$ cat config.mk
export PLATFORM = sky130hd
export DESIGN_NAME = cfg_two_regs
export DESIGN_NICKNAME = d
export VERILOG_FILES = /design/src/hw/cfg_two_pkg.sv /design/src/hw/cfg_two_regs.sv
export VERILOG_INCLUDE_DIRS = /design/src /design/src/hw
export SDC_FILE = /design/constraint.sdc
export NUM_CORES = 1
export LEC_CHECK = 0
export BUFFER_PORTS_ARGS = -buffer_cell sky130_fd_sc_hd__buf_2
export CORE_UTILIZATION = 55
export CTS_BUF_LIST = sky130_fd_sc_hd__clkbuf_4
export DETAILED_ROUTE_END_ITERATION = 8
export PLACE_DENSITY = 0.7
export SLEW_MARGIN = 20
export SYNTH_ARGS = -nofsm -noshare
export SYNTH_HDL_FRONTEND = slang
export SYNTH_SLANG_ARGS = --single-unit
$ cat constraint.sdc
create_clock -name i_sys_clk -period 172.1 [get_ports i_sys_clk]
set_input_delay 8.605 -clock i_sys_clk [delete_from_list [all_inputs] [get_ports i_sys_clk]]
set_output_delay 8.605 -clock i_sys_clk [all_outputs]
set_load 0.01 [all_outputs]
$ cat src/hw/cfg_two_map.svh
// register offsets, field positions and timing counts for config word two
// assumes a 250 MHz system clock and byte addressing on the register bus
`ifndef CFG_TWO_MAP_SVH
`define CFG_TWO_MAP_SVH
`define CFG2_OFFSET 8'ha8
`define CFG2_RESET 32'h0000_0000
`define CTRL_OFFSET 8'hac
`define STAT_OFFSET 8'hb0
`define F_FREQ_HI 30
`define F_FREQ_LO 16
`define F_SLEEP_HI 15
`define F_SLEEP_LO 14
`define F_CUR_GAIN 13
`define F_VOLT_GAIN 12
`define F_LP_MODE 11
`define F_DITH_HI 10
`define F_DITH_LO 9
`define F_XCLK_EN 8
`define F_XCLK_HI 7
`define F_XCLK_LO 5
`define F_WDT_EN 4
`define F_WDT_HI 3
`define F_WDT_LO 2
`define F_TICK_SRC 1
`define F_FAULT_ACT 0
`define CLK_MHZ 250
// sleep delays in microseconds
`define SLEEP_US_0 50
`define SLEEP_US_1 200
`define SLEEP_US_2 20000
`define SLEEP_US_3 200000
// tickle intervals in milliseconds for pin tickles; serial is ten times
`define WDT_MS_0 100
`define WDT_MS_1 200
`define WDT_MS_2 500
`define WDT_MS_3 1000
`define WDT_SERIAL_MULT 10
`define XCLK_BASE_KHZ 8
`endif

$ cat src/hw/cfg_two_pkg.sv
// types for the configuration word two block
// assumes the map header supplies all numbers
package cfg_two_pkg;
  typedef struct packed {
    logic [14:0] full_scale_freq;
    logic [1:0] sleep_delay_sel;
    logic auto_current_gain_enable;
    logic auto_voltage_gain_enable;
    logic low_power_mode_select;
    logic [1:0] dither_depth_sel;
    logic external_clock_enable;
    logic [2:0] external_clock_rate_select;
    logic outside_watchdog_enable;
    logic [1:0] tickle_interval_select;
    logic tickle_source_select;
    logic watchdog_fault_action;
  } cfg_fields_s;
  typedef enum logic [1:0] {
    REF_ANALOG, REF_DUTY, REF_SERIAL, REF_FREQ
  } ref_source_e;
  typedef enum logic [1:0] {
    DITHER_OFF, DITHER_5, DITHER_7P5, DITHER_10
  } dither_e;
  typedef enum {
    ST_RUN, ST_IDLE
  } power_state_e;
endpackage : cfg_two_pkg

$ cat src/hw/cfg_two_regs.sv
// config word two register bank with sleep timer and outside watchdog
// assumes an axi4-lite master on the same clock and async pin inputs
`include "cfg_two_map.svh"
`timescale 1ns/1ps
`default_nettype none
module cfg_two_regs
  import cfg_two_pkg::*;
#(
  parameter int unsigned CLK_MHZ = `CLK_MHZ,
  parameter int unsigned SLEEP_SCALE = 1,
  parameter int unsigned WDT_SCALE = 1
)
(
  // clock and reset
  input wire logic i_sys_clk,
  input wire logic i_rst,
  // axi4-lite write channels
  input wire logic [7:0] i_awaddr,
  input wire logic i_awvalid,
  output logic o_awready,
  input wire logic [31:0] i_wdata,
  input wire logic [3:0] i_wstrb,
  input wire logic i_wvalid,
  output logic o_wready,
  output logic [1:0] o_bresp,
  output logic o_bvalid,
  input wire logic i_bready,
  // axi4-lite read channels
  input wire logic [7:0] i_araddr,
  input wire logic i_arvalid,
  output logic o_arready,
  output logic [31:0] o_rdata,
  output logic [1:0] o_rresp,
  output logic o_rvalid,
  input wire logic i_rready,
  // speed reference from the control core
  input wire logic [1:0] i_ref_source,
  input wire logic i_ref_low,
  input wire logic [15:0] i_measured_freq,
  // watchdog tickles
  input wire logic i_serial_tickle,
  input wire logic i_pin_tickle,
  // settings toward the control core
  output cfg_two_pkg::cfg_fields_s o_cfg,
  output logic [15:0] o_freq_duty,
  output logic [19:0] o_xclk_khz,
  output logic o_use_ext_clk,
  output logic o_cur_gain_auto,
  output logic o_volt_gain_auto,
  output logic [6:0] o_dither_tenths_pct,
  output logic o_sleep,
  output logic o_standby,
  output logic o_wdt_fault,
  output logic o_stage_hiz
);
  // ----------------------------------------------------------------
  // constants
  // ----------------------------------------------------------------
  localparam int unsigned SLP0 = `SLEEP_US_0 * CLK_MHZ / SLEEP_SCALE;
  localparam int unsigned SLP1 = `SLEEP_US_1 * CLK_MHZ / SLEEP_SCALE;
  localparam int unsigned SLP2 = `SLEEP_US_2 * CLK_MHZ / SLEEP_SCALE;
  localparam int unsigned SLP3 = `SLEEP_US_3 * CLK_MHZ / SLEEP_SCALE;
  localparam int unsigned WD0 = `WDT_MS_0 * 1000 * CLK_MHZ / WDT_SCALE;
  localparam int unsigned WD1 = `WDT_MS_1 * 1000 * CLK_MHZ / WDT_SCALE;
  localparam int unsigned WD2 = `WDT_MS_2 * 1000 * CLK_MHZ / WDT_SCALE;
  localparam int unsigned WD3 = `WDT_MS_3 * 1000 * CLK_MHZ / WDT_SCALE;
  logic [31:0] cfg_q, cfg_d;
  logic fault_q, fault_d, latched_q, latched_d, clr_fault;
  logic bvalid_q, bvalid_d, rvalid_q, rvalid_d;
  logic [1:0] bresp_q, bresp_d, rresp_q, rresp_d;
  logic [31:0] rdata_q, rdata_d;
  logic aw_ok, ar_ok;
  cfg_fields_s f;

  assign f = cfg_fields_s'(cfg_q[30:0]);
  assign o_cfg = f;
  // ----------------------------------------------------------------
  // pin synchronisers
  // ----------------------------------------------------------------
  logic [1:0] pin_s1_q, pin_s2_q, pin_s3_q;
  // two flops before use; third flop only for edge detection
  always_ff @(posedge i_sys_clk)
  begin
    if (i_rst)
    begin
      pin_s1_q <= 2'h0;
      pin_s2_q <= 2'h0;
      pin_s3_q <= 2'h0;
    end
    else
    begin
      pin_s1_q <= {i_pin_tickle, i_ref_low};
      pin_s2_q <= pin_s1_q;
      pin_s3_q <= pin_s2_q;
    end
  end
  logic ref_low, pin_tick_rise;
  assign ref_low = pin_s2_q[0];
  assign pin_tick_rise = pin_s2_q[1] & ~pin_s3_q[1];
  // ----------------------------------------------------------------
  // axi4-lite slave
  // ----------------------------------------------------------------
  // both address and data must be present; this avoids buffering either
  assign aw_ok = i_awvalid & i_wvalid & ~bvalid_q;
  assign o_awready = aw_ok;
  assign o_wready = aw_ok;
  assign ar_ok = i_arvalid & ~rvalid_q;
  assign o_arready = ar_ok;
  // write path and config register next value
  always_comb
  begin
    cfg_d = cfg_q;
    bvalid_d = bvalid_q & ~i_bready;
    bresp_d = bresp_q;
    clr_fault = 1'b0;
    if (aw_ok)
    begin
      bvalid_d = 1'b1;
      bresp_d = 2'h0;
      if (i_awaddr[7:2] == `CFG2_OFFSET >> 2)
      begin
        for (int b = 0; b < 4; b++)
          if (i_wstrb[b])
            cfg_d[8*b +: 8] = i_wdata[8*b +: 8];
      end
      else if (i_awaddr[7:2] == `CTRL_OFFSET >> 2)
        clr_fault = i_wstrb[0] & i_wdata[0];
      else
        bresp_d = 2'h2; // slverr on unmapped address
    end
  end
  // read path
  always_comb
  begin
    rvalid_d = rvalid_q & ~i_rready;
    rdata_d = rdata_q;
    rresp_d = rresp_q;
    if (ar_ok)
    begin
      rvalid_d = 1'b1;
      rresp_d = 2'h0;
      rdata_d = 32'h0; // the control word is write-only and reads as zero
      if (i_araddr[7:2] == `CFG2_OFFSET >> 2)
        rdata_d = cfg_q;
      else if (i_araddr[7:2] == `STAT_OFFSET >> 2)
        rdata_d = {28'h0, o_stage_hiz, o_standby, o_sleep, fault_q};
      else if (i_araddr[7:2] != `CTRL_OFFSET >> 2)
        rresp_d = 2'h2; // slverr on unmapped address
    end
  end
  // bus state registers
  always_ff @(posedge i_sys_clk)
  begin
    if (i_rst)
    begin
      cfg_q <= `CFG2_RESET;
      bvalid_q <= 1'b0;
      bresp_q <= 2'h0;
      rvalid_q <= 1'b0;
      rresp_q <= 2'h0;
      rdata_q <= 32'h0;
    end
    else
    begin
      cfg_q <= cfg_d;
      bvalid_q <= bvalid_d;
      bresp_q <= bresp_d;
      rvalid_q <= rvalid_d;
      rresp_q <= rresp_d;
      rdata_q <= rdata_d;
    end
  end
  assign o_bvalid = bvalid_q;
  assign o_bresp = bresp_q;
  assign o_rvalid = rvalid_q;
  assign o_rresp = rresp_q;
  assign o_rdata = rdata_q;
  // ----------------------------------------------------------------
  // sleep entry timer
  // ----------------------------------------------------------------
  logic [31:0] slp_cnt_q, slp_cnt_d, slp_limit;
  power_state_e pwr_q, pwr_d;
  // delay per code from the field
  always_comb
  begin
    unique case (f.sleep_delay_sel)
      2'h0: slp_limit = SLP0;
      2'h1: slp_limit = SLP1;
      2'h2: slp_limit = SLP2;
      2'h3: slp_limit = SLP3;
    endcase
  end
  // the low level is judged for whichever source the core selected
  always_comb
  begin
    slp_cnt_d = slp_cnt_q;
    pwr_d = pwr_q;
    if (!ref_low)
    begin
      slp_cnt_d = 32'h0;
      pwr_d = ST_RUN;
    end
    else if (pwr_q == ST_RUN)
    begin
      if (slp_cnt_q + 32'h1 >= slp_limit)
        pwr_d = ST_IDLE;
      else
        slp_cnt_d = slp_cnt_q + 32'h1;
    end
  end
  always_ff @(posedge i_sys_clk)
  begin
    if (i_rst)
    begin
      slp_cnt_q <= 32'h0;
      pwr_q <= ST_RUN;
    end
    else
    begin
      slp_cnt_q <= slp_cnt_d;
      pwr_q <= pwr_d;
    end
  end
  // idle flavour picked by the mode bit
  assign o_sleep = (pwr_q == ST_IDLE) & f.low_power_mode_select;
  assign o_standby = (pwr_q == ST_IDLE) & ~f.low_power_mode_select;
  // ----------------------------------------------------------------
  // outside watchdog
  // ----------------------------------------------------------------
  logic [31:0] wd_cnt_q, wd_cnt_d, wd_limit;
  logic tick;
  // only the selected source counts as a tickle
  assign tick = f.tickle_source_select ? pin_tick_rise
                                       : i_serial_tickle;
  always_comb
  begin
    unique case (f.tickle_interval_select)
      2'h0: wd_limit = WD0;
      2'h1: wd_limit = WD1;
      2'h2: wd_limit = WD2;
      2'h3: wd_limit = WD3;
    endcase
    if (!f.tickle_source_select)
      wd_limit = wd_limit * `WDT_SERIAL_MULT;
  end
  // the fault set wins over a clear in the same cycle
  always_comb
  begin
    wd_cnt_d = wd_cnt_q;
    fault_d = fault_q & ~clr_fault;
    latched_d = latched_q;
    if (!f.outside_watchdog_enable || tick)
      wd_cnt_d = 32'h0;
    else if (wd_cnt_q + 32'h1 >= wd_limit)
    begin
      wd_cnt_d = 32'h0;
      fault_d = 1'b1;
      if (f.watchdog_fault_action)
        latched_d = 1'b1;
    end
    else
      wd_cnt_d = wd_cnt_q + 32'h1;
  end
  always_ff @(posedge i_sys_clk)
  begin
    if (i_rst)
    begin
      wd_cnt_q <= 32'h0;
      fault_q <= 1'b0;
      latched_q <= 1'b0;
    end
    else
    begin
      wd_cnt_q <= wd_cnt_d;
      fault_q <= fault_d;
      latched_q <= latched_d;
    end
  end
  assign o_wdt_fault = fault_q;
  assign o_stage_hiz = latched_q; // cleared only by reset
  // ----------------------------------------------------------------
  // derived settings
  // ----------------------------------------------------------------
  logic [15:0] duty_q, duty_d;
  // division is heavy; registered once per cycle, zero scale gives full
  always_comb
  begin
    duty_d = 16'h0;
    if (i_ref_source == REF_FREQ)
    begin
      if (i_measured_freq >= {1'b0, f.full_scale_freq})
        duty_d = 16'hffff; // at or past full scale, or zero scale
      else
        duty_d = 16'((32'(i_measured_freq) << 16)
                 / 32'(f.full_scale_freq));
    end
  end
  always_ff @(posedge i_sys_clk)
  begin
    if (i_rst)
      duty_q <= 16'h0;
    else
      duty_q <= duty_d;
  end
  assign o_freq_duty = duty_q;
  assign o_xclk_khz = 20'(`XCLK_BASE_KHZ) << f.external_clock_rate_select;
  assign o_use_ext_clk = f.external_clock_enable;
  assign o_cur_gain_auto = f.auto_current_gain_enable;
  assign o_volt_gain_auto = f.auto_voltage_gain_enable;
  // depth in tenths of a percent
  always_comb
  begin
    unique case (dither_e'(f.dither_depth_sel))
      DITHER_OFF: o_dither_tenths_pct = 7'h00;
      DITHER_5: o_dither_tenths_pct = 7'h32;
      DITHER_7P5: o_dither_tenths_pct = 7'h4b;
      DITHER_10: o_dither_tenths_pct = 7'h64;
    endcase
  end
endmodule : cfg_two_regs
`default_nettype wire

# Yosys cells after proc, flatten, opt, wreduce, memory -nomap -nowiden
# Index checks and enable logic that the tools add are counted.
[totals]
reg_bits = 159
in_bits = 80
out_inout_bits = 122
word_cells = 98
[classes]
add_sub_neg = 2
n_mul = 1
n_div = 1
order_cmp = 3
n_eq_ne = 15
n_shift = 1
mux = 20
bitwise = 21
reduce_logical = 16
[op_table]
columns = ["op", "count"]
rows = [
  ["one-hot mux 32 bit (4 select lines)", 2],
  ["adder 32 x 1 -> 32 bit, second input constant", 2],
  ["greater-or-equal comparator 32 bit", 2],
  ["2-to-1 mux 32 bit", 2],
  ["divider 32 x 15 -> 32 bit", 1],
  ["zero test 32 bit", 1],
  ["multiplier 32 x 3 -> 31 bit, second input constant", 1],
  ["one-hot mux 7 bit (4 select lines)", 1],
  ["== test 6 bit, second input constant", 4],
  ["<< shifter 4 x 3 -> 20 bit, first input constant", 1],
  ["greater-or-equal comparator 16 x 15 -> 1 bit", 1],
  ["2-to-1 mux 16 bit", 1],
  ["AND reduction 3 bit", 5],
  ["== test 2 bit, second input constant", 7],
  ["inverter 1 bit", 11],
  ["bitwise AND 1 bit", 10],
  ["2-to-1 mux 2 bit", 5],
  ["2-to-1 mux 1 bit", 8],
  ["== test 2 x 1 -> 1 bit, second input constant", 3],
  ["zero test 2 bit", 3],
  ["inequality test 6 bit, second input constant", 1],
  ["2-to-1 mux 4 bit", 1],
  ["AND reduction 2 bit", 2],
  ["OR reduction 2 bit", 2],
  ["other kinds (3)", 3],
]

# Longest topological paths before layout
[logic_depth]
ltp_word = 8
ltp_mapped = 471
ltp_nobuf = 428

# Least setup slack after synthesis
# No wires, ideal clock.
[synth_timing]
path_type = "in2reg"
start = "input i_measured_freq[15]"
end = "register duty_q[0] (netlist: o_freq_duty[0])"
setup_ns = 0.139
t_arrival_ns = 92.327
required_ns = 171.961
slack_ns = 79.633
path_stages = 443
path_buffers = 45
path_cell_list = "ha_1 -> a21oi_1 -> ha_1 -> or4b_1 -> nand2_1 -> nor4b_2 -> or2_2 -> ha_1 -> o211ai_1 -> and3b_1 -> or2_1 -> a21o_1 -> ha_1 -> or3_1 -> o22ai_1 -> or2_1 -> buf_2 -> mux2_4 -> (+407 left out) -> nand2b_1 -> a21oi_1 -> o21ai_1 -> nor4b_1 -> and3_1 -> buf_2 -> buf_2 -> buf_2 -> nand2_1 -> o31ai_1 -> ha_1 -> a21o_1 -> a21oi_1 -> nand3_1 -> nor3_1 -> o2111a_1 -> o2111a_1 -> a41oi_2"
[synth_via]
elab_chain_cells = 2
word_cells_on_any_way = 3
cone_classes = "div: 1; order compare: 1; mux: 1"
[synth_lines]
columns = ["item", "line", "source"]
rows = [
  ["start, declared", "cfg_two_regs.sv:39", "input wire logic [15:0] i_measured_freq,"],
  ["divider 32 x 15 -> 32 bit or greater-or-equal comparator 16 x 15 -> 1 bit (tied branches)", "cfg_two_regs.sv:295, cfg_two_regs.sv:291", ""],
  ["2-to-1 mux 16 bit *", "cfg_two_regs.sv:291", "if (i_measured_freq >= {1'b0, f.full_scale_freq})"],
  ["end signal, assigned", "cfg_two_regs.sv:303", "duty_q <= duty_d;"],
  ["end, declared", "cfg_two_regs.sv:284", "logic [15:0] duty_q, duty_d;"],
]
# Mark *: on every way between the ends. The rest lies on a longest branch, timed or not.
# A chain may end at the register's enable or synchronous reset.

# Worst setup path in the final report
# Ends and elaborated chain as after synthesis.

==> impl_metrics.py <==
metrics = {
    "synth": {
        "yosys_warnings": 0,
        "synth_area_leaders": "ha_1 (17%), dfxtp_1 (9.3%), a21oi_1 (6.0%)",
        "async_reset_ff_share_pct": 0,
        "postSynthAreaPerCell_um2": 7.12,
        "synth_flop_cell": "dfxtp_1",
        "yosysSeqAreaShare_pct": 9.33,
        "syn_area_mm2": 0.0335,
        "ys_ff_latch": 156,
        "synth_top_cell_area_share_pct": 16.6,
        "synth_edf_count": 0,
        "synth_cells": 4699,
        "synth_top_area_cell": "ha_1",
        "post_synth_num_cell_types": 128,
    },
    "timing": {
        "tns_ns": 0,
        "period_share_pct": 60.2,
        "fin_crit_ns": 103.56,
        "worst_slack_ns": 68.54,
        "rsz0062_at_grt": "no",
        "worst_pin_slew_ns": 1.08,
        "drv_slew": 0,
        "slew_headroom_pct": 28.1,
        "fin_worst_skew_ns": 0.0395,
        "fmax_mhz": 9.66,
        "setup_violations": 0,
        "hold_viol": 0,
    },
    "detailed_routing": {
        "detail-route-antenna-nets": 0,
        "wl_um": 97600,
        "num_vias": 34829,
        "viasPerCell": 6.27,
        "avgRoutedWirePerCell_um": 17.6,
        "drtIter0Drc": 2565,
        "drc": 0,
        "first_pass_iters": 5,
    },
    "die": {
        "core.rowCount": 90,
        "start_util_pct": 55.5,
        "core-area_mm2": 0.0602,
        "io_pins": 202,
        "die_area_mm2": 0.0618,
        "die_w_um": 249,
        "die-height_um": 249,
    },
    "clock_tree": {
        "path_clk_slew_ns": 0.15,
        "cts_tree": "done",
        "cts_buffer_depth": 2,
        "insertion_delay_ns": 0.63,
        "cts_hold_buf": 0,
        "cts_inserted_buffers": 17,
        "htreeDepth": 4,
        "postCtsSetupBuffers": 0,
        "clock-sinks": 156,
        "root_buffer": "clkbuf_4",
        "post_cts_resized": 0,
    },
    "grt": {
        "antenna_found_initial": 4,
        "grt_pass1_wl_um": 161000,
        "grt_pass1_vias": 32165,
        "grt_usage_pct": 30.7,
        "grt_start_max_net_pins": 78,
        "overflow": 0,
    },
    "setup_path": {
        "worstSetupPathType": "input port to flip-flop",
        "worstPathArrival_ns": 104.09,
        "reg2reg_depth": 416,
        "reg2reg_slack_ns": 75.17,
        "cp_slowest_cell": "a21oi_1",
        "r2r_end": "o_freq_duty[0]",
        "r2r_start": "cfg_q[27]",
        "worst_setup_path_start_kind": "input port",
        "end_kind": "flip-flop",
        "path_max_fanout": 33,
        "cp_common_cell": "o21a_1",
        "critPathMaxStageDelay_ns": 0.87,
        "required_ns": 172.63,
    },
    "status": {
        "status": "completed",
    },
    "min_path": {
        "hold_end": "o_rdata[31]",
        "hold_path_depth": 2,
        "worstHoldStart": "cfg_q[31]",
        "hold_path.class": "flip-flop to flip-flop",
    },
    "run": {
        "cap_violations": 0,
    },
    "layout": {
        "final_common_cell": "nand2_1",
        "layout_common_cells": "nand2_1 (505), ha_1 (444), a21oi_1 (399)",
        "fillers": 5914,
        "layout.nets": 5287,
        "area_growth_pct": 4.96,
        "layout-drive-gt1-share_pct": 10.1,
        "utilization_pct": 58.3,
        "stdcell_area_mm2": 0.0351,
    },
    "placed_design": {
        "place_congestion": 0.929,
        "place_area_mm2": 0.0349,
        "dp_hpwl_um": 75400,
        "pre_cts_ws_ns": 68.53,
        "port_buffers": 183,
    },
}
[cell type report]
class	instances	area [um2]	share of cell area, %
inverters	144	541	1.54
well taps	782	978	2.79
repair buffers	237	1320	3.76
clock inverters	11	72.6	0.207
clock buffers	19	143	0.406
multi-input cells	4206	28900	82.4
diodes	3	7.51	0.0214
flip-flops and latches	156	3120	8.89
[worst max-delay path: cells and delay by family]
family,cells,cell delay (ns)
buf+inv,19,4.27
fa+ha+maj,33,11.19
simple gates,113,25.13
mux,3,1.26
compound gates,246,53.31
[cell usage after synthesis (40+ instances only)]
library cell    n
or2_2          40
a21o_1        154
o21ai_0       233
inv_1         141
xor2_1        138
nor2b_1        54
a21oi_1       399
o211ai_1       49
nand4_1        69
clkbuf_1      117
nor4_1         40
nand2b_1       91
a31oi_1        43
or3_1          42
o21a_1        159
and3_1        100
and2_1         58
dfxtp_1       156
mux2_2         63
ha_1          444
nor2_1        385
a211oi_1       43
nand2_1       505
buf_4          49
xnor2_1       180
nor3_1        161
o31ai_1        90
nand3_1       154
[cells by family (layout without fill, tap and decap cells)]
kind of cell / after synthesis / count (layout) / share of synthesized area (%)
AO/OA/AOI/OAI: 1493 / 1493 / 29.8
XOR/XNOR: 318 / 318 / 8.32
adder cells (fa/ha/maj): 446 / 446 / 16.7
buffers and inverters: 350 / 411 / 4.59
flip-flops: 156 / 156 / 9.33
multiplexers: 100 / 100 / 3.38
other: 1 / 17 / 0.0112
AND/OR/NAND/NOR: 1835 / 1835 / 27.8
[metal layers]
layer / vias to the layer above / global-route usage, % / part of all wire, %
met1: 16191 / 40.8 / 46
met4: 0 / 7.45 / 2.2
met2: 913 / 52.9 / 46
met3: 138 / 3.06 / 5.2
li1: 17587 / - / -
met5: - / 0 / 0
[worst max-delay path by stage]
stage / from / slack, ns / end
floorplan: i_measured_freq[15] / 79.63 / o_freq_duty[0]
global placement: i_measured_freq[15] / 69.48 / o_freq_duty[0]
detailed placement: i_measured_freq[15] / 68.53 / o_freq_duty[0]
CTS: i_measured_freq[15] / 68.88 / o_freq_duty[0]
global route: i_measured_freq[15] / 61.08 / o_freq_duty[0]
finish: i_measured_freq[15] / 68.54 / o_freq_duty[0]
[flip-flops by register name, indices dropped and copies added, names as in the netlist, 2 cells and up]
signal,count
cfg_q,32
o_freq_duty,16
o_rdata,32
pin_s1_q,2
pin_s2_q,2
slp_cnt_q,32
wd_cnt_q,32
[through the flow]
stage                     instances  hold slack [ns]
after global routing           5557            0.478
after global placement         5525            0.436
after detailed placement       5525            0.443
after floorplan                4712            0.414
after CTS                      5555            0.460
final                          5558            0.448
Power is not shown: default switching activity piles up to over one toggle a cycle in this logic, so the estimate is an artifact.
